==> src/common/rwc_pkg.sv <==
// Package for the reset and watchdog control block: bus carriers, fuse set,
// register map, field positions and timing constants.
// Assumes a 100 MHz system clock and an AXI4-Lite master with 32-bit data.
package rwc_pkg;

  // Clock and time base.
  localparam int unsigned CLK_PERIOD_NS   = 10;
  localparam int unsigned CLK_HZ          = 100_000_000;
  // Watchdog oscillator rate, emulated by a divider of the system clock.
  localparam int unsigned WDT_OSC_HZ      = 128_000;
  // Divider rounds down, so the emulated oscillator runs slightly fast.
  localparam int unsigned WDT_OSC_DIV     = CLK_HZ / WDT_OSC_HZ;
  // Shortest period in oscillator ticks; each select step doubles it.
  localparam int unsigned WDT_BASE_TICKS  = 2048;
  // Highest legal select code, the longest period.
  localparam logic [3:0]  WDT_SEL_MAX     = 4'h9;
  // Least time a supply drop must last before it counts, in ns.
  localparam int unsigned BROWNOUT_MIN_NS = 2000;
  localparam int unsigned BROWNOUT_MIN_CYC =
    (BROWNOUT_MIN_NS + CLK_PERIOD_NS - 1) / CLK_PERIOD_NS;
  localparam logic [15:0] BROWNOUT_LAST   = 16'(BROWNOUT_MIN_CYC - 1);
  // Cycles for which the change enable stays open.
  localparam logic [2:0]  CHANGE_WINDOW   = 3'h4;
  // Start-up delay unit in cycles, shifted by the fuse settings.
  localparam int unsigned STARTUP_UNIT_CYC = 64;
  // Brown-out level code that means the detector is disabled.
  localparam logic [2:0]  BROWNOUT_OFF    = 3'h7;

  // Register byte offsets.
  localparam logic [7:0]  REG_RST_FLAGS   = 8'h00;
  localparam logic [7:0]  REG_WDT_CTRL    = 8'h04;
  localparam logic [7:0]  REG_REF_CTRL    = 8'h08;

  // Reset flag positions.
  localparam int unsigned FLG_POWERON     = 0;
  localparam int unsigned FLG_EXTERNAL    = 1;
  localparam int unsigned FLG_BROWNOUT    = 2;
  localparam int unsigned FLG_WATCHDOG    = 3;
  // Watchdog control positions.
  localparam int unsigned WC_SEL0         = 0;
  localparam int unsigned WC_SEL2         = 2;
  localparam int unsigned WC_SYSRST       = 3;
  localparam int unsigned WC_CHANGE       = 4;
  localparam int unsigned WC_SEL3         = 5;
  localparam int unsigned WC_IRQ_EN       = 6;
  localparam int unsigned WC_IRQ_FLAG     = 7;
  // Reference control position.
  localparam int unsigned RC_CMP_BANDGAP  = 0;

  // AXI response codes.
  localparam logic [1:0]  RESP_OKAY       = 2'h0;
  localparam logic [1:0]  RESP_DECERR     = 2'h3;

  // Master to slave signals of the register bus.
  typedef struct packed {
    logic [7:0]  awaddr;
    logic        awvalid;
    logic [31:0] wdata;
    logic [3:0]  wstrb;
    logic        wvalid;
    logic        bready;
    logic [7:0]  araddr;
    logic        arvalid;
    logic        rready;
  } rwc_axi_req_t;

  // Slave to master signals of the register bus.
  typedef struct packed {
    logic        awready;
    logic        wready;
    logic [1:0]  bresp;
    logic        bvalid;
    logic        arready;
    logic [31:0] rdata;
    logic [1:0]  rresp;
    logic        rvalid;
  } rwc_axi_rsp_t;

  // Fuse settings; a one means programmed.
  typedef struct packed {
    logic       always_on_fuse;
    logic       ext_reset_disable_fuse;
    logic [2:0] brownout_level_fuses;
    logic [1:0] startup_time_fuses;
    logic [3:0] clock_select_fuses;
  } rwc_fuse_t;

endpackage

==> src/design/rwc_ctrl.sv <==
// Reset combiner, start-up delay, brown-out filter, watchdog and bandgap
// enable, with an AXI4-Lite register slave.
// Assumes all inputs are synchronous to aclk and fuses are static.
`timescale 1ns/1ns

////////////////////////////////////////////////////////////////////////////////
// Summary of operation
// RL1: Any reset returns control registers but not flags; CPU restarts at vector.
// RL2: Port reset follows sources asynchronously, clock-free.
// RL3: Release delayed by fuse-selected startup count.
// RL4: Power-on, pin, watchdog, brown-out all reset.
// RL5: Low pin resets without clock; short pulses unspecified.
// RL6: Disable fuse makes the reset pin ignored.
// RL7: Watchdog expiry resets only in reset or combined mode.
// RL8: Brown-out resets at once, releases via delay.
// RL9: Brief supply dips are filtered out.
// RL10: Power-on reset asserts immediately, releases via delay.
// RL11: Watchdog reset is one cycle; delay follows.
// RL12: Bandgap on for brown-out, comparator or converter.
// RL13: Watchdog counts oscillator ticks to selected limit.
// RL14: Restart instruction clears the watchdog counter.
// RL15: Interrupt mode raises wake-capable request at expiry.
// RL16: Combined mode interrupts first, then resets.
// RL17: Always-on fuse forces reset mode, interrupt off.
// RL18: Software opens change with change and reset bits.
// RL19: Change accepted from one write within four cycles.
// RL20: Periods span shortest to longest selection.
// RL21: Change enable clears itself after four cycles.
// RL22: Watchdog flag forces reset enable set.
// RL23: Per-source flags; power-on clears others; write-zero clears.
// RL24: Vector taken in combined mode clears enable, flag.
// RL25: Sources ORed; reassertion restarts the delay.
module rwc_ctrl #(
  parameter int unsigned OSC_DIV      = rwc_pkg::WDT_OSC_DIV,      // Watchdog tick divider.
  parameter int unsigned STARTUP_UNIT = rwc_pkg::STARTUP_UNIT_CYC  // Start-up delay unit.
) (
  input  wire logic                  aclk,              // System clock.
  input  wire logic                  aresetn,           // Synchronous reset, low.
  input  wire rwc_pkg::rwc_axi_req_t axi_req,           // Bus master signals.
  output rwc_pkg::rwc_axi_rsp_t      axi_rsp,           // Bus slave signals.
  input  wire rwc_pkg::rwc_fuse_t    fuses,             // Static fuse set.
  input  wire logic                  supply_ok,         // Low while below power-on level.
  input  wire logic                  ext_reset_pin_n,   // External reset pin, low active.
  input  wire logic                  brownout_below,    // Detector reports supply low.
  input  wire logic                  adc_enable,        // Converter is enabled.
  input  wire logic                  wdt_restart,       // Restart instruction executed.
  input  wire logic                  wdt_vector_taken,  // Watchdog vector executed.
  output logic                       cpu_reset_n,       // Internal reset, low active.
  output logic                       io_port_reset,     // Asynchronous port reset.
  output logic                       wdt_irq,           // Watchdog interrupt request.
  output logic                       bandgap_en         // Bandgap reference enable.
);
  import rwc_pkg::*;

  //////////////////////////////////////////////////////////////////////////////
  // Declarations.
  logic        aw_hold_q, w_hold_q;     // Captured write address and data.
  logic [7:0]  awaddr_q;                // Held write address.
  logic [31:0] wdata_q;                 // Held write data.
  logic [3:0]  wstrb_q;                 // Held write strobes.
  logic        bvalid_q, rvalid_q;      // Pending responses.
  logic [1:0]  bresp_q, rresp_q;        // Response codes.
  logic [31:0] rdata_q;                 // Read data.
  logic        wr_fire;                 // A write is performed this cycle.
  logic        wdt_wr, flags_wr, ref_wr;// Write decodes.
  logic [7:0]  wbyte;                   // Low byte of the write.
  logic [3:0]  rst_flags_q;             // Reset cause flags.
  logic        cmp_bg_q;                // Comparator bandgap select.
  logic        irq_flag_q, irq_en_q;    // Watchdog interrupt flag and enable.
  logic        sysrst_q, change_en_q;   // Reset enable and change enable.
  logic [2:0]  change_cnt_q;            // Change window counter.
  logic [3:0]  sel_q;                   // Time-out selection.
  logic        sysrst_eff, irq_en_eff;  // Effective mode bits.
  logic [31:0] div_q;                   // Oscillator tick divider.
  logic [19:0] wdt_cnt_q;               // Watchdog tick counter.
  logic        tick, expire, wdt_run;   // Watchdog timing events.
  logic        wdt_pulse_q;             // One-cycle watchdog reset.
  logic [15:0] filt_q;                  // Brown-out duration counter.
  logic        brownout_active_q;       // Filtered brown-out reset.
  logic        brownout_enabled;        // Detector enabled by fuses.
  logic        por_active, ext_active;  // Raw reset sources.
  logic        src_any;                 // Any reset source active.
  logic [15:0] dly_q;                   // Start-up delay counter.
  logic        int_rst;                 // Internal reset level.

  // Delay from fuses: the unit, doubled per start-up step and by clock type.
  function automatic logic [15:0] startup_cycles(input logic [1:0] st, input logic [3:0] cs);
    logic [4:0] sh;
    sh = 5'(st) + 5'(cs[0]);
    return 16'(STARTUP_UNIT << sh);
  endfunction

  // Last tick count of the period; reserved codes fall back to the longest.
  // The longest period needs all 20 bits, so the limit itself would not fit.
  function automatic logic [19:0] wdt_last(input logic [3:0] sel);
    logic [3:0] s;
    s = (sel > WDT_SEL_MAX) ? WDT_SEL_MAX : sel;
    return 20'((WDT_BASE_TICKS << s) - 1);
  endfunction

  //////////////////////////////////////////////////////////////////////////////
  // Reset combining and start-up delay.

  // Sources are ORed; the pin is dropped when its disable fuse is programmed.
  assign por_active = ~supply_ok;                                         // [RL4] [RL10]
  assign ext_active = ~ext_reset_pin_n & ~fuses.ext_reset_disable_fuse;   // [RL5] [RL6]
  assign src_any    = por_active | ext_active | brownout_active_q | wdt_pulse_q; // [RL4] [RL25]
  assign int_rst    = src_any | (dly_q != 16'h0000);                      // [RL3]

  // Ports are reset straight from the sources so no clock is needed.
  assign io_port_reset = por_active | ext_active | brownout_active_q | int_rst; // [RL2]
  // The core restarts at its reset vector when this releases.
  assign cpu_reset_n   = ~int_rst;                                        // [RL1]

  // Any active source reloads the delay, so it only runs once all are quiet.
  always_ff @(posedge aclk)
  begin
    if (!aresetn)
      dly_q <= 16'h0000;
    else if (src_any)
      dly_q <= startup_cycles(fuses.startup_time_fuses, fuses.clock_select_fuses); // [RL25]
    else if (dly_q != 16'h0000)
      dly_q <= dly_q - 16'h0001;                                          // [RL3] [RL11]
  end

  //////////////////////////////////////////////////////////////////////////////
  // Brown-out filter.

  assign brownout_enabled = (fuses.brownout_level_fuses != BROWNOUT_OFF);

  // A dip must last the minimum duration; the detector's own hysteresis
  // decides when the supply is back above the upper threshold.
  always_ff @(posedge aclk)
  begin
    if (!aresetn)
    begin
      filt_q            <= 16'h0000;
      brownout_active_q <= 1'b0;
    end
    else if (!brownout_enabled || !brownout_below)
    begin
      filt_q            <= 16'h0000;                                      // [RL9]
      brownout_active_q <= 1'b0;                                          // [RL8]
    end
    else if (filt_q == BROWNOUT_LAST)
      brownout_active_q <= 1'b1;                                          // [RL8]
    else
      filt_q <= filt_q + 16'h0001;                                        // [RL9]
  end

  //////////////////////////////////////////////////////////////////////////////
  // Bandgap reference enable.
  assign bandgap_en = brownout_enabled | cmp_bg_q | adc_enable;           // [RL12]

  //////////////////////////////////////////////////////////////////////////////
  // AXI4-Lite slave.

  assign wr_fire  = aw_hold_q & w_hold_q & ~bvalid_q;
  assign wbyte    = wdata_q[7:0];
  assign flags_wr = wr_fire & wstrb_q[0] & (awaddr_q == REG_RST_FLAGS);
  assign wdt_wr   = wr_fire & wstrb_q[0] & (awaddr_q == REG_WDT_CTRL);
  assign ref_wr   = wr_fire & wstrb_q[0] & (awaddr_q == REG_REF_CTRL);

  // Ready until a beat is held; address and data are taken in any order.
  assign axi_rsp.awready = ~aw_hold_q & ~bvalid_q;
  assign axi_rsp.wready  = ~w_hold_q & ~bvalid_q;
  assign axi_rsp.arready = ~rvalid_q;
  assign axi_rsp.bvalid  = bvalid_q;
  assign axi_rsp.bresp   = bresp_q;
  assign axi_rsp.rvalid  = rvalid_q;
  assign axi_rsp.rresp   = rresp_q;
  assign axi_rsp.rdata   = rdata_q;

  // Write channel capture and response; unmapped offsets answer DECERR.
  always_ff @(posedge aclk)
  begin
    if (!aresetn)
    begin
      aw_hold_q <= 1'b0;
      w_hold_q  <= 1'b0;
      awaddr_q  <= 8'h00;
      wdata_q   <= 32'h0000_0000;
      wstrb_q   <= 4'h0;
      bvalid_q  <= 1'b0;
      bresp_q   <= RESP_OKAY;
    end
    else
    begin
      if (axi_req.awvalid && axi_rsp.awready)
      begin
        aw_hold_q <= 1'b1;
        awaddr_q  <= axi_req.awaddr;
      end
      if (axi_req.wvalid && axi_rsp.wready)
      begin
        w_hold_q <= 1'b1;
        wdata_q  <= axi_req.wdata;
        wstrb_q  <= axi_req.wstrb;
      end
      if (wr_fire)
      begin
        aw_hold_q <= 1'b0;
        w_hold_q  <= 1'b0;
        bvalid_q  <= 1'b1;
        bresp_q   <= (awaddr_q == REG_RST_FLAGS || awaddr_q == REG_WDT_CTRL ||
                      awaddr_q == REG_REF_CTRL) ? RESP_OKAY : RESP_DECERR;
      end
      else if (bvalid_q && axi_req.bready)
        bvalid_q <= 1'b0;
    end
  end

  // Read channel; the control register shows the effective mode bits.
  always_ff @(posedge aclk)
  begin
    if (!aresetn)
    begin
      rvalid_q <= 1'b0;
      rdata_q  <= 32'h0000_0000;
      rresp_q  <= RESP_OKAY;
    end
    else if (axi_req.arvalid && axi_rsp.arready)
    begin
      rvalid_q <= 1'b1;
      rresp_q  <= RESP_OKAY;
      rdata_q  <= 32'h0000_0000;
      unique case (axi_req.araddr)
        REG_RST_FLAGS: rdata_q[3:0] <= rst_flags_q;
        REG_WDT_CTRL:
        begin
          rdata_q[WC_IRQ_FLAG]         <= irq_flag_q;
          rdata_q[WC_IRQ_EN]           <= irq_en_eff;                     // [RL17]
          rdata_q[WC_SEL3]             <= sel_q[3];
          rdata_q[WC_CHANGE]           <= change_en_q;
          rdata_q[WC_SYSRST]           <= sysrst_eff;                     // [RL22]
          rdata_q[WC_SEL2:WC_SEL0]     <= sel_q[2:0];
        end
        REG_REF_CTRL:  rdata_q[RC_CMP_BANDGAP] <= cmp_bg_q;
        default:       rresp_q <= RESP_DECERR;
      endcase
    end
    else if (rvalid_q && axi_req.rready)
      rvalid_q <= 1'b0;
  end

  //////////////////////////////////////////////////////////////////////////////
  // Reset cause flags.

  // Flags survive the internal reset so software can read the cause.
  // Power-on clears the others; a new cause wins over a software clear.
  always_ff @(posedge aclk)
  begin
    if (!aresetn)
      rst_flags_q <= 4'h0;
    else if (por_active)
      rst_flags_q <= 4'h1;                                                // [RL23]
    else
    begin
      rst_flags_q[FLG_POWERON]  <= rst_flags_q[FLG_POWERON] &
                                   ~(flags_wr & ~wbyte[FLG_POWERON]);     // [RL23]
      rst_flags_q[FLG_EXTERNAL] <= ext_active | (rst_flags_q[FLG_EXTERNAL] &
                                   ~(flags_wr & ~wbyte[FLG_EXTERNAL]));
      rst_flags_q[FLG_BROWNOUT] <= brownout_active_q | (rst_flags_q[FLG_BROWNOUT] &
                                   ~(flags_wr & ~wbyte[FLG_BROWNOUT]));
      rst_flags_q[FLG_WATCHDOG] <= wdt_pulse_q | (rst_flags_q[FLG_WATCHDOG] &
                                   ~(flags_wr & ~wbyte[FLG_WATCHDOG]));
    end
  end

  // Comparator bandgap select; returns to zero on any internal reset.
  always_ff @(posedge aclk)
  begin
    if (!aresetn || int_rst)
      cmp_bg_q <= 1'b0;                                                   // [RL1]
    else if (ref_wr)
      cmp_bg_q <= wbyte[RC_CMP_BANDGAP];
  end

  //////////////////////////////////////////////////////////////////////////////
  // Watchdog configuration.

  // The fuse overrides both mode bits; the watchdog flag holds reset enable.
  assign sysrst_eff = sysrst_q | rst_flags_q[FLG_WATCHDOG] | fuses.always_on_fuse; // [RL17] [RL22]
  assign irq_en_eff = irq_en_q & ~fuses.always_on_fuse;                   // [RL17]

  // Change sequence: a write with change and reset bits opens a window of
  // four cycles; one write with change clear then sets reset enable and
  // selection freely. Outside a window reset enable can only be set.
  always_ff @(posedge aclk)
  begin
    if (!aresetn || int_rst)
    begin
      sysrst_q     <= 1'b0;
      sel_q        <= 4'h0;
      change_en_q  <= 1'b0;
      change_cnt_q <= 3'h0;
    end
    else if (wdt_wr && wbyte[WC_CHANGE] && wbyte[WC_SYSRST])
    begin
      sysrst_q     <= 1'b1;                                               // [RL18]
      change_en_q  <= 1'b1;
      change_cnt_q <= CHANGE_WINDOW;                                      // [RL21]
    end
    else if (wdt_wr && change_en_q && !wbyte[WC_CHANGE])
    begin
      sysrst_q     <= wbyte[WC_SYSRST];                                   // [RL19]
      sel_q        <= {wbyte[WC_SEL3], wbyte[WC_SEL2:WC_SEL0]};           // [RL19] [RL20]
      change_en_q  <= 1'b0;
      change_cnt_q <= 3'h0;
    end
    else
    begin
      if (wdt_wr && wbyte[WC_SYSRST])
        sysrst_q <= 1'b1;
      if (change_cnt_q == 3'h1)
        change_en_q <= 1'b0;                                              // [RL21]
      if (change_cnt_q != 3'h0)
        change_cnt_q <= change_cnt_q - 3'h1;
    end
  end

  // Interrupt enable: written directly; the vector clears it in combined mode.
  always_ff @(posedge aclk)
  begin
    if (!aresetn || int_rst)
      irq_en_q <= 1'b0;
    else if (wdt_wr)
      irq_en_q <= wbyte[WC_IRQ_EN];
    else if (wdt_vector_taken && sysrst_eff)
      irq_en_q <= 1'b0;                                                   // [RL24]
  end

  // Interrupt flag: expiry sets, writing one or the vector clears; set wins.
  always_ff @(posedge aclk)
  begin
    if (!aresetn || int_rst)
      irq_flag_q <= 1'b0;
    else if (expire && irq_en_eff && !(sysrst_eff && irq_flag_q))
      irq_flag_q <= 1'b1;                                                 // [RL15] [RL16]
    else if ((wdt_wr && wbyte[WC_IRQ_FLAG]) || wdt_vector_taken)
      irq_flag_q <= 1'b0;                                                 // [RL24]
  end

  // Level request; it also serves as the wake-up from sleep.
  assign wdt_irq = irq_flag_q & irq_en_eff;                               // [RL15]

  //////////////////////////////////////////////////////////////////////////////
  // Watchdog timer.

  assign wdt_run = sysrst_eff | irq_en_eff;
  assign tick    = (div_q == 32'(OSC_DIV - 1));
  // Expiry uses >= so shortening the period cannot skip past the limit.
  assign expire  = wdt_run & tick & (wdt_cnt_q >= wdt_last(sel_q));       // [RL13]

  // Divider stands in for the dedicated oscillator; restart clears both.
  always_ff @(posedge aclk)
  begin
    if (!aresetn || int_rst || !wdt_run || wdt_restart)
    begin
      div_q     <= 32'h0000_0000;
      wdt_cnt_q <= 20'h00000;                                             // [RL14]
    end
    else if (tick)
    begin
      div_q     <= 32'h0000_0000;
      wdt_cnt_q <= expire ? 20'h00000 : wdt_cnt_q + 20'h00001;            // [RL13]
    end
    else
      div_q <= div_q + 32'h0000_0001;
  end

  // Reset at expiry in reset mode, or in combined mode once the first
  // interrupt is still pending.
  always_ff @(posedge aclk)
  begin
    if (!aresetn)
      wdt_pulse_q <= 1'b0;
    else
      wdt_pulse_q <= expire & sysrst_eff & (~irq_en_eff | irq_flag_q);   // [RL7] [RL11] [RL16]
  end
endmodule // rwc_ctrl

==> config.mk <==
export PLATFORM = sky130hd
export DESIGN_NAME = rwc_ctrl
export DESIGN_NICKNAME = d
export VERILOG_FILES = /design/src/common/rwc_pkg.sv /design/src/design/rwc_ctrl.sv
export SDC_FILE = /design/constraint.sdc
export NUM_CORES = 1
export LEC_CHECK = 0
export BUFFER_PORTS_ARGS = -buffer_cell sky130_fd_sc_hd__buf_2
export CORE_MARGIN = 3
export CORE_UTILIZATION = 30
export DETAILED_ROUTE_END_ITERATION = 12
export PLACE_DENSITY_LB_ADDON = 0.08
export SLEW_MARGIN = 20
export SYNTH_ARGS = -nofsm -noshare
export SYNTH_HDL_FRONTEND = slang
export SYNTH_SLANG_ARGS = --single-unit
==> constraint.sdc <==
create_clock -name aclk -period 5.3 [get_ports aclk]
set_input_delay 0.53 -clock aclk [delete_from_list [all_inputs] [get_ports aclk]]
set_output_delay 0.53 -clock aclk [all_outputs]
set_load 0.02 [all_outputs]
==> impl_summary.md, run 1 <==
Setup path
The library cell contributing the largest single delay on the critical path is sky130_fd_sc_hd__or3b_2. STA classifies the critical path startpoint as a flip-flop. The endpoint class of the critical path is a flip-flop. The critical path arrival is 3.65 ns. The maximum fanout along the worst path is 10.

The kind of critical path is reg -> reg. The startpoint identified for the worst register-to-register timing path is sel_q[1]$_SDFFE_PP0P_. The critical path starts at sel_q[1]$_SDFFE_PP0P_. Data on the critical path is required at its endpoint by around 5.6 ns. The delay of the slowest cell on the worst path is roughly 0.46 ns. The signal on the critical path passes through nor2_1 -> nand3_1 -> ha_1 -> nor4_1 -> a21o_1 -> a22oi_1 -> ha_1 -> and4_1 -> and4_1 -> a211oi_1 -> a211o_1 -> or3b_2 -> a21oi_1.

CTS
Clock tree synthesis selected as its root buffer the cell sky130_fd_sc_hd__clkbuf_16. The post-CTS clock slew at the launch and capture registers of the worst setup and hold paths is 0.06 ns. The clock net in this run drives a total of 133 sinks. The H-tree was split into 4 levels. The number of buffers added by the clock tree synthesis step is 17. The clock reaches the later pin of the worst-skew pair after 0.42 ns.

The post-CTS repair timing setup buffer count is 0. The number of buffers on the longest clock path is 2. The hold buffer count at cts is 0.

The quantity of gates resized following cts is 0. The TritonCTS clock tree is yes.

Logic synthesis
After synthesis, the cell types taking the most area are sky130_fd_sc_hd__dfxtp_1 (41%), sky130_fd_sc_hd__nor2_1 (6.2%), sky130_fd_sc_hd__xor2_1 (5.2%). The top cell type by area accounts for 40.8% of the synthesized area. The synthesized design contains 133 register bits. Counting flops with a built-in enable in the synthesized netlist gives 0. During synthesis, Yosys emitted a total of 0 warnings. The synthesized design spends more area on one cell type than any other, namely sky130_fd_sc_hd__dfxtp_1. The part of the Yosys area used for sequential elements is 40.8%. Each instance of the synthesized netlist takes up on average approximately 8.5 um^2. Counting every instance in the synthesized netlist gives a little under 800.

For this run, asynchronously set or reset flops after synthesis account for 0%. The synthesized netlist occupies a cell area of 6530 um^2. By count the netlist is led by sky130_fd_sc_hd__dfxtp_1 (133), sky130_fd_sc_hd__nor2_1 (107), sky130_fd_sc_hd__nand2_1 (90). The most frequently used cell type in the post-synthesis netlist is sky130_fd_sc_hd__dfxtp_1. In the synthesized netlist the dominant register cell turns out to be sky130_fd_sc_hd__dfxtp_1.

After synthesis, the netlist uses 56 different library cells.

Route
The number of vias per cell after detailed routing is 4.78. The first detailed-routing pass took 4 iterations. The average wire length per cell after detail routing is 13.7 um.

The count of nets left with antenna violations once routing finished came out at 0. In the routed design, unresolved DRC markers number 0. The total wire length after detailed routing is approximately 15,000 um.

The total via count in the routed design is around 5,300. The first-iteration detailed-routing DRC count is roughly 220.

STA
The worst path needs 3.31 ns of the cycle, external delays included. After layout, the worst path uses 62.5% of the clock period. Clock skew on the completed layout was measured at between 0.009 and 0.01 ns.

The summed negative setup slack over all endpoints is 0 ns. For the pin with the worst max-slew slack, the measured transition is 1.04 ns. The final-report max-slew violation count is 0. The post-route worst setup slack is ~2 ns. Setup repair after global routing left no endpoint under its margin. Headroom to the max-slew limit came out at 30.5%. The final-report hold violation count was 0. Setup violations remaining at the end of the flow were counted as 0. For this run, the top clock speed supported by timing is 302 MHz.

Floorplanning
The width of the die is around 150 um. The floorplan step set the die height to between 150 and 200 um. The die covers 23,600 um^2. The floorplan has 53 rows. In this run the standard cell core region covers 21,200 um^2. The top-level port count is 121. Once the floorplan was initialized, standard cells occupied 30.8% of the core.

Placement
The count of placed standard cells including taps is 1,082. The count of input and output buffers is 66. The estimated wirelength of the detail-placed design is 11,100 um. The congestion estimate from routability-driven global placement came to 0.760. The setup slack after placement is 1.99 ns.

Power and ir drop
The total power of the final layout is between 0.002 and 0.003 W. The worst-case vdd ir drop is 0.177 mV. Power spread over the standard cell area amounts to 351 nW/um^2. Summed over all cells, the static leakage comes to approximately 2.8 nW.

GRT
The via count of the first global-routing pass is 5,306. The wire length of the first global-routing pass is 25,700 um. Global routing used between 10% and 20% of the available tracks. The number of antenna violations at the first check in global routing was 0. The aggregate global routing overflow is 0. Entering global routing, the biggest net connects 40 pins.

Outcome
The flow ran to the end, and the final reports show no timing, DRC or antenna violations.

Finish
The final core utilization is 35.9%. Compared with the post-synthesis result, the final layout area differs by 16.8%. The number of diodes is 0. The number of standard cells in the final layout excluding fillers is 1,114. The share of final-layout standard cells stronger than drive strength 1 is between 10 and 15%. The total number of nets in the final design is 922.

Worst hold path
The worst hold path begins at supply_ok. The worst min-delay path class is in -> reg.

Flow run
The max-capacitance violation count is 0.
[layout by cell type, fill, tap and decap left out, types with 17 or more instances in the layout]
master	instances
sky130_fd_sc_hd__a21boi_0	23
sky130_fd_sc_hd__dfxtp_1	133
sky130_fd_sc_hd__ha_1	20
sky130_fd_sc_hd__nand2_1	90
sky130_fd_sc_hd__xnor2_1	30
sky130_fd_sc_hd__nor2_1	107
sky130_fd_sc_hd__xor2_1	39
sky130_fd_sc_hd__o21ai_0	17
sky130_fd_sc_hd__clkbuf_16	17
sky130_fd_sc_hd__a21oi_1	26
sky130_fd_sc_hd__nand3_1	38
sky130_fd_sc_hd__conb_1	24
sky130_fd_sc_hd__and3_1	23
sky130_fd_sc_hd__buf_2	66
[sequential cells by signal (all words and copies together) (netlist names), 3 cells and up]
| name | count |
|---|---|
| div_q | 32 |
| wdt_cnt_q | 20 |
| dly_q | 16 |
| filt_q | 16 |
| awaddr_q | 8 |
| rdata_q | 8 |
| wdata_q | 8 |
| rst_flags_q | 4 |
| sel_q | 4 |
| change_cnt_q | 3 |
[report_power, final]
group	internal, W	switching [W]	total [W]
Combinational	0.000133	0.000205	0.000338
Clock	0.000807	0.000463	0.00127
Sequential	0.00103	0.0000345	0.00107
[layout make-up]
type	count	area, um^2
clock buffer	19	443
clock inverter	13	196
fill	2208	13600
inverter	16	60.1
multi-input combinational	591	3580
sequential	133	2660
tap	275	344
timing repair buffer	67	338
[through the flow]
| step | instance area, um^2 | hold WS [ns] |
|---|---|---|
| after floorplan | 6620 | 0.423 |
| after global placement | 6980 | 0.455 |
| after detailed placement | 6980 | 0.464 |
| after CTS | 7620 | 0.332 |
| after global routing | 7630 | 0.340 |
| final | 7630 | 0.356 |
[cells by family (layout without fill, tap and decap cells)]
| group | Yosys count | count (layout) | share of synthesized area, % |
|---|---|---|---|
| adder cells (fa/ha/maj) | 20 | 20 | 3.83 |
| XOR/XNOR | 69 | 69 | 9.26 |
| flip-flops | 133 | 133 | 40.8 |
| other | 1 | 24 | 0.0574 |
| AND/OR/NAND/NOR | 369 | 369 | 28.7 |
| AO/OA/AOI/OAI | 96 | 96 | 9.54 |
| multiplexers | 13 | 13 | 2.09 |
| buffers and inverters | 70 | 115 | 5.75 |
[path summary, 6_finish.rpt]
path | endpoint | slack, ns | cells past startpoint
hold reg to reg | wdt_cnt_q[1]$_SDFFE_PP0N_ | 0.47 | 2
setup reg to reg | irq_flag_q$_SDFFE_PP0P_ | 1.99 | 13
hold / removal | rst_flags_q[0]$_SDFF_PN0_ | 0.36 | 2
setup / recovery | irq_flag_q$_SDFFE_PP0P_ | 1.99 | 13
[metal layers]
metal / GRT usage, % / up-vias / share of wire [%]
met4: 4.63 / 0 / 1.4
met5: 0 / - / 0
li1: - / 2745 / -
met3: 3.10 / 13 / 3.0
met1: 16.3 / 2487 / 48
met2: 22.5 / 77 / 48
[worst max-delay path: cells and delay by family, from the launching register on]
family	cells	cell delay (ns)
simple gates	6	1.43
fa+ha+maj	2	0.64
flops	1	0.41
compound gates	5	0.75
(Power assumes the default switching activity.)
==> inputs of run 2 (changes only) <==
Clock period 5.3 ns to 3.1 ns, I/O delays scaled along.
==> run 2 against run 1 <==
Hold slack got worse by 0.24 ns. Cell count increased by 1.1%. Register-to-register slack worse by 1.8 ns. Global-route usage about the same. Clock skew grew 0.0013 ns. First-iteration DRC count down 20%. Non-clock buffer count rose by 12. Sequential share of layout area is 0.56 points lower. Wire length up 1.4%. Maximum frequency grew 13%. Via count up 1.2%. Largest cell class unchanged.
==> impl_summary.md, run 2 (synthesis results as in run 1) <==
STA
The routed design could run at a clock period as short as between 2 and 3 ns. At the pin with the least slew margin, the transition time is between 0.8 and 0.9 ns. The final-report hold violation count was 0. On the final layout, the worst hold slack is around 0.12 ns. The post-route clock skew is 0.0106 ns. Derived from the worst setup path, the maximum achievable clock frequency is 341 MHz. The final-report max-slew violation count was 0. Setup violations remaining at the end of the flow were counted as 0. Measured against its own limit, the worst slew margin works out to 46.1%. Of the available clock period, the critical path in the final layout requires 94.6%.

Finish
The share of final-layout standard cells stronger than drive strength 1 is 16.1%. Leaving out fill and tap cells, the most frequent cell in the layout is sky130_fd_sc_hd__dfxtp_1. The largest registers in the layout are div_q x32, wdt_cnt_q x20. The area growth from synthesis to layout is 18.8%. The final core utilization is 36.5%. The top cell types in the final layout, fill and taps aside, are sky130_fd_sc_hd__dfxtp_1 (132), sky130_fd_sc_hd__nor2_1 (106), sky130_fd_sc_hd__nand2_1 (89). The number of flip-flops in the largest register is 32. At the end of the flow, the number of nets in the layout was 934.

The largest register by flop count is div_q. The number of diodes is 0.

Route
The count of TritonRoute iterations in the first routing pass is 4. The count of nets left with antenna violations once routing finished came out at 0. After detailed routing, the number of vias per cell comes to 4.78. The total via count in the routed design is 5,384. The average wire length per cell after detail routing is 13.8 um. The total wire length after detailed routing is 15,500 um.

The first-iteration detailed-routing DRC count is ~170. The number of design rule violations left after detail routing is 0.

GRT
The first global-routing pass estimated 25,700 um of wire. Entering global routing, the biggest net connects 35 pins. The aggregate global routing overflow is 0. For this run, the total global-route usage over all layers was measured as 13.2%. The number of antenna violations at the first check in global routing is 0. The via count of the first global-routing pass is between 5,000 and 6,000.

Worst hold path
The worst hold path was traced through 2 stages. The terminating pin of the worst hold path is rst_flags_q[0]$_SDFF_PN0_. The worst min-delay path class is in -> reg.

The worst hold path begins at supply_ok.

Floorplanning
For this design the top-level I/O count stands at about 120. The width of the die is between 150 and 200 um. The initial utilization of the core area, before any placement, comes to 30.8%. The placement row count is between 50 and 60.

The die covers 23,600 um^2. From bottom edge to top edge, the die measures 154 um. The core outline area is 21,200 um^2.

Power and ir drop
Net switching is a little over a quarter of the power. For this design the total switching power over the nets is 0.00123 W. The static leakage is around 2.9 nW. The areal power density over the cells is 594 nW/um^2. The cell-internal power is 0.00338 W.

The relative contribution of combinational cells to total power is 12.7%. The share of total power in the clock network is ~48%. The worst-case vdd ir drop is 0.270 mV. Sequential cells burn 39.7% of the power.

Setup path
STA classifies the critical path startpoint as a flip-flop. The worst register-to-register path ends at irq_flag_q$_SDFFE_PP0P_. Traced cell by cell, the critical path runs through nor2_4 -> nand3_2 -> ha_4 -> nor4_2 -> a21o_1 -> a22oi_1 -> ha_1 -> and4_1 -> a221oi_1 -> a21bo_2 -> a211o_1 -> or3b_2 -> a21oi_2. At the worst endpoint, the required time is 3.45 ns.

The kind of critical path is reg -> reg. For this design, the slowest cell found on the critical path is sky130_fd_sc_hd__or3b_2. The length in cells of the worst reg-to-reg path is 13. The most critical setup path has its startpoint at sel_q[2]$_SDFFE_PP0P_. Data on the critical path arrives at its endpoint at 3.28 ns.

STA classifies the critical path endpoint as a flip-flop. The startpoint identified for the worst register-to-register timing path is sel_q[2]$_SDFFE_PP0P_. The worst register-to-register path has a setup slack of 0.17 ns. The maximum fanout along the worst path is 7. The delay of the slowest cell on the worst path is 0.46 ns.

CTS
The number of setup buffers added after CTS is 0. The number of H-tree branching levels is 4. The post-CTS clock slew at the launch and capture registers of the worst setup and hold paths is 0.06 ns.

The tree is rooted in a sky130_fd_sc_hd__clkbuf_16. The TritonCTS clock tree is yes. The clock latency at the later pin of the worst-skew pair is roughly 0.42 ns. The clock passes through at most 2 buffers. The sink count of the clock tree is around 130.

The number of buffers added by the clock tree synthesis step is 17.

Flow run
The max-capacitance violation count is 0.

Placement
The final weighted congestion of routability-driven global placement is approximately 0.77. The HPWL after detailed placement is 11,300 um. The count of input and output buffers is 66.

Outcome
The run finished with clean final reports.
## run 2: area by class of cell
type | count | area (um^2)
Fill cell | 2201 | 13500
Clock inverter | 13 | 196
Inverter | 16 | 60.1
Tap cell | 275 | 344
Multi-Input combinational cell | 591 | 3620
Clock buffer | 19 | 443
Sequential cell | 133 | 2660
Timing Repair Buffer | 79 | 428
## run 2: power groups by stage
stage          clock network, W  registers [W]  logic (W)
2_1_floorplan                 0        0.00185   0.000468
3_3_place_gp                  0        0.00186   0.000575
3_5_place_dp                  0        0.00187   0.000583
4_1_cts                 0.00226        0.00183   0.000589
5_1_grt                 0.00233        0.00184   0.000652
6_report                0.00219        0.00183   0.000585
## run 2: worst max path at each step
stage / end / slack [ns] / cells after the start
4_1_cts: irq_flag_q$_SDFFE_PP0P_ / 0.007 / 13
3_3_place_gp: wdt_cnt_q[13]$_SDFFE_PP0N_ / 0.11 / 14
5_1_grt: irq_flag_q$_SDFFE_PP0P_ / -0.007 / 13
6_report: irq_flag_q$_SDFFE_PP0P_ / 0.17 / 13
3_5_place_dp: wdt_cnt_q[12]$_SDFFE_PP0N_ / 0.01 / 14
2_1_floorplan: irq_flag_q$_SDFFE_PP0P_ / 0.03 / 15
## run 2: worst max-delay path, delay by kind of cell, from the launching register on
family          cells  cell delay, ns
simple gates        5            1.06
compound gates      6            0.94
fa+ha+maj           2            0.52
flops               1            0.33
## run 2: repair_timing
| action | in CTS | in global routing |
|---|---|---|
| pin swaps | 0 | 3 |
| hold buffers | 0 | 0 |
| endpoints found under the hold margin | 0 | 0 |
| setup endpoints to repair | 1 | 20 |
| gates resized for setup | 1 | 10 |
## run 2: stage by stage
stage	TNS, ns	worst slack (ns)	total power, W	std cells	instance area (um^2)
2_1_floorplan	0	0.0321	0.00232	794	6620
3_3_place_gp	0	0.109	0.00244	1094	7070
3_5_place_dp	0	0.0111	0.00245	1094	7070
4_1_cts	0	0.00697	0.00468	1126	7720
5_1_grt	-0.00659	-0.00659	0.00482	1126	7750
6_report	0	0.167	0.00461	1126	7750
## run 2: layer usage
layer  GRT usage, %  vias up  share of wire [%]
met2           21.9      102                 48
li1               -     2757                  -
met5              0        -                  0
met3           3.38       18                3.3
met1           16.6     2507                 48
met4           4.58        0                1.5
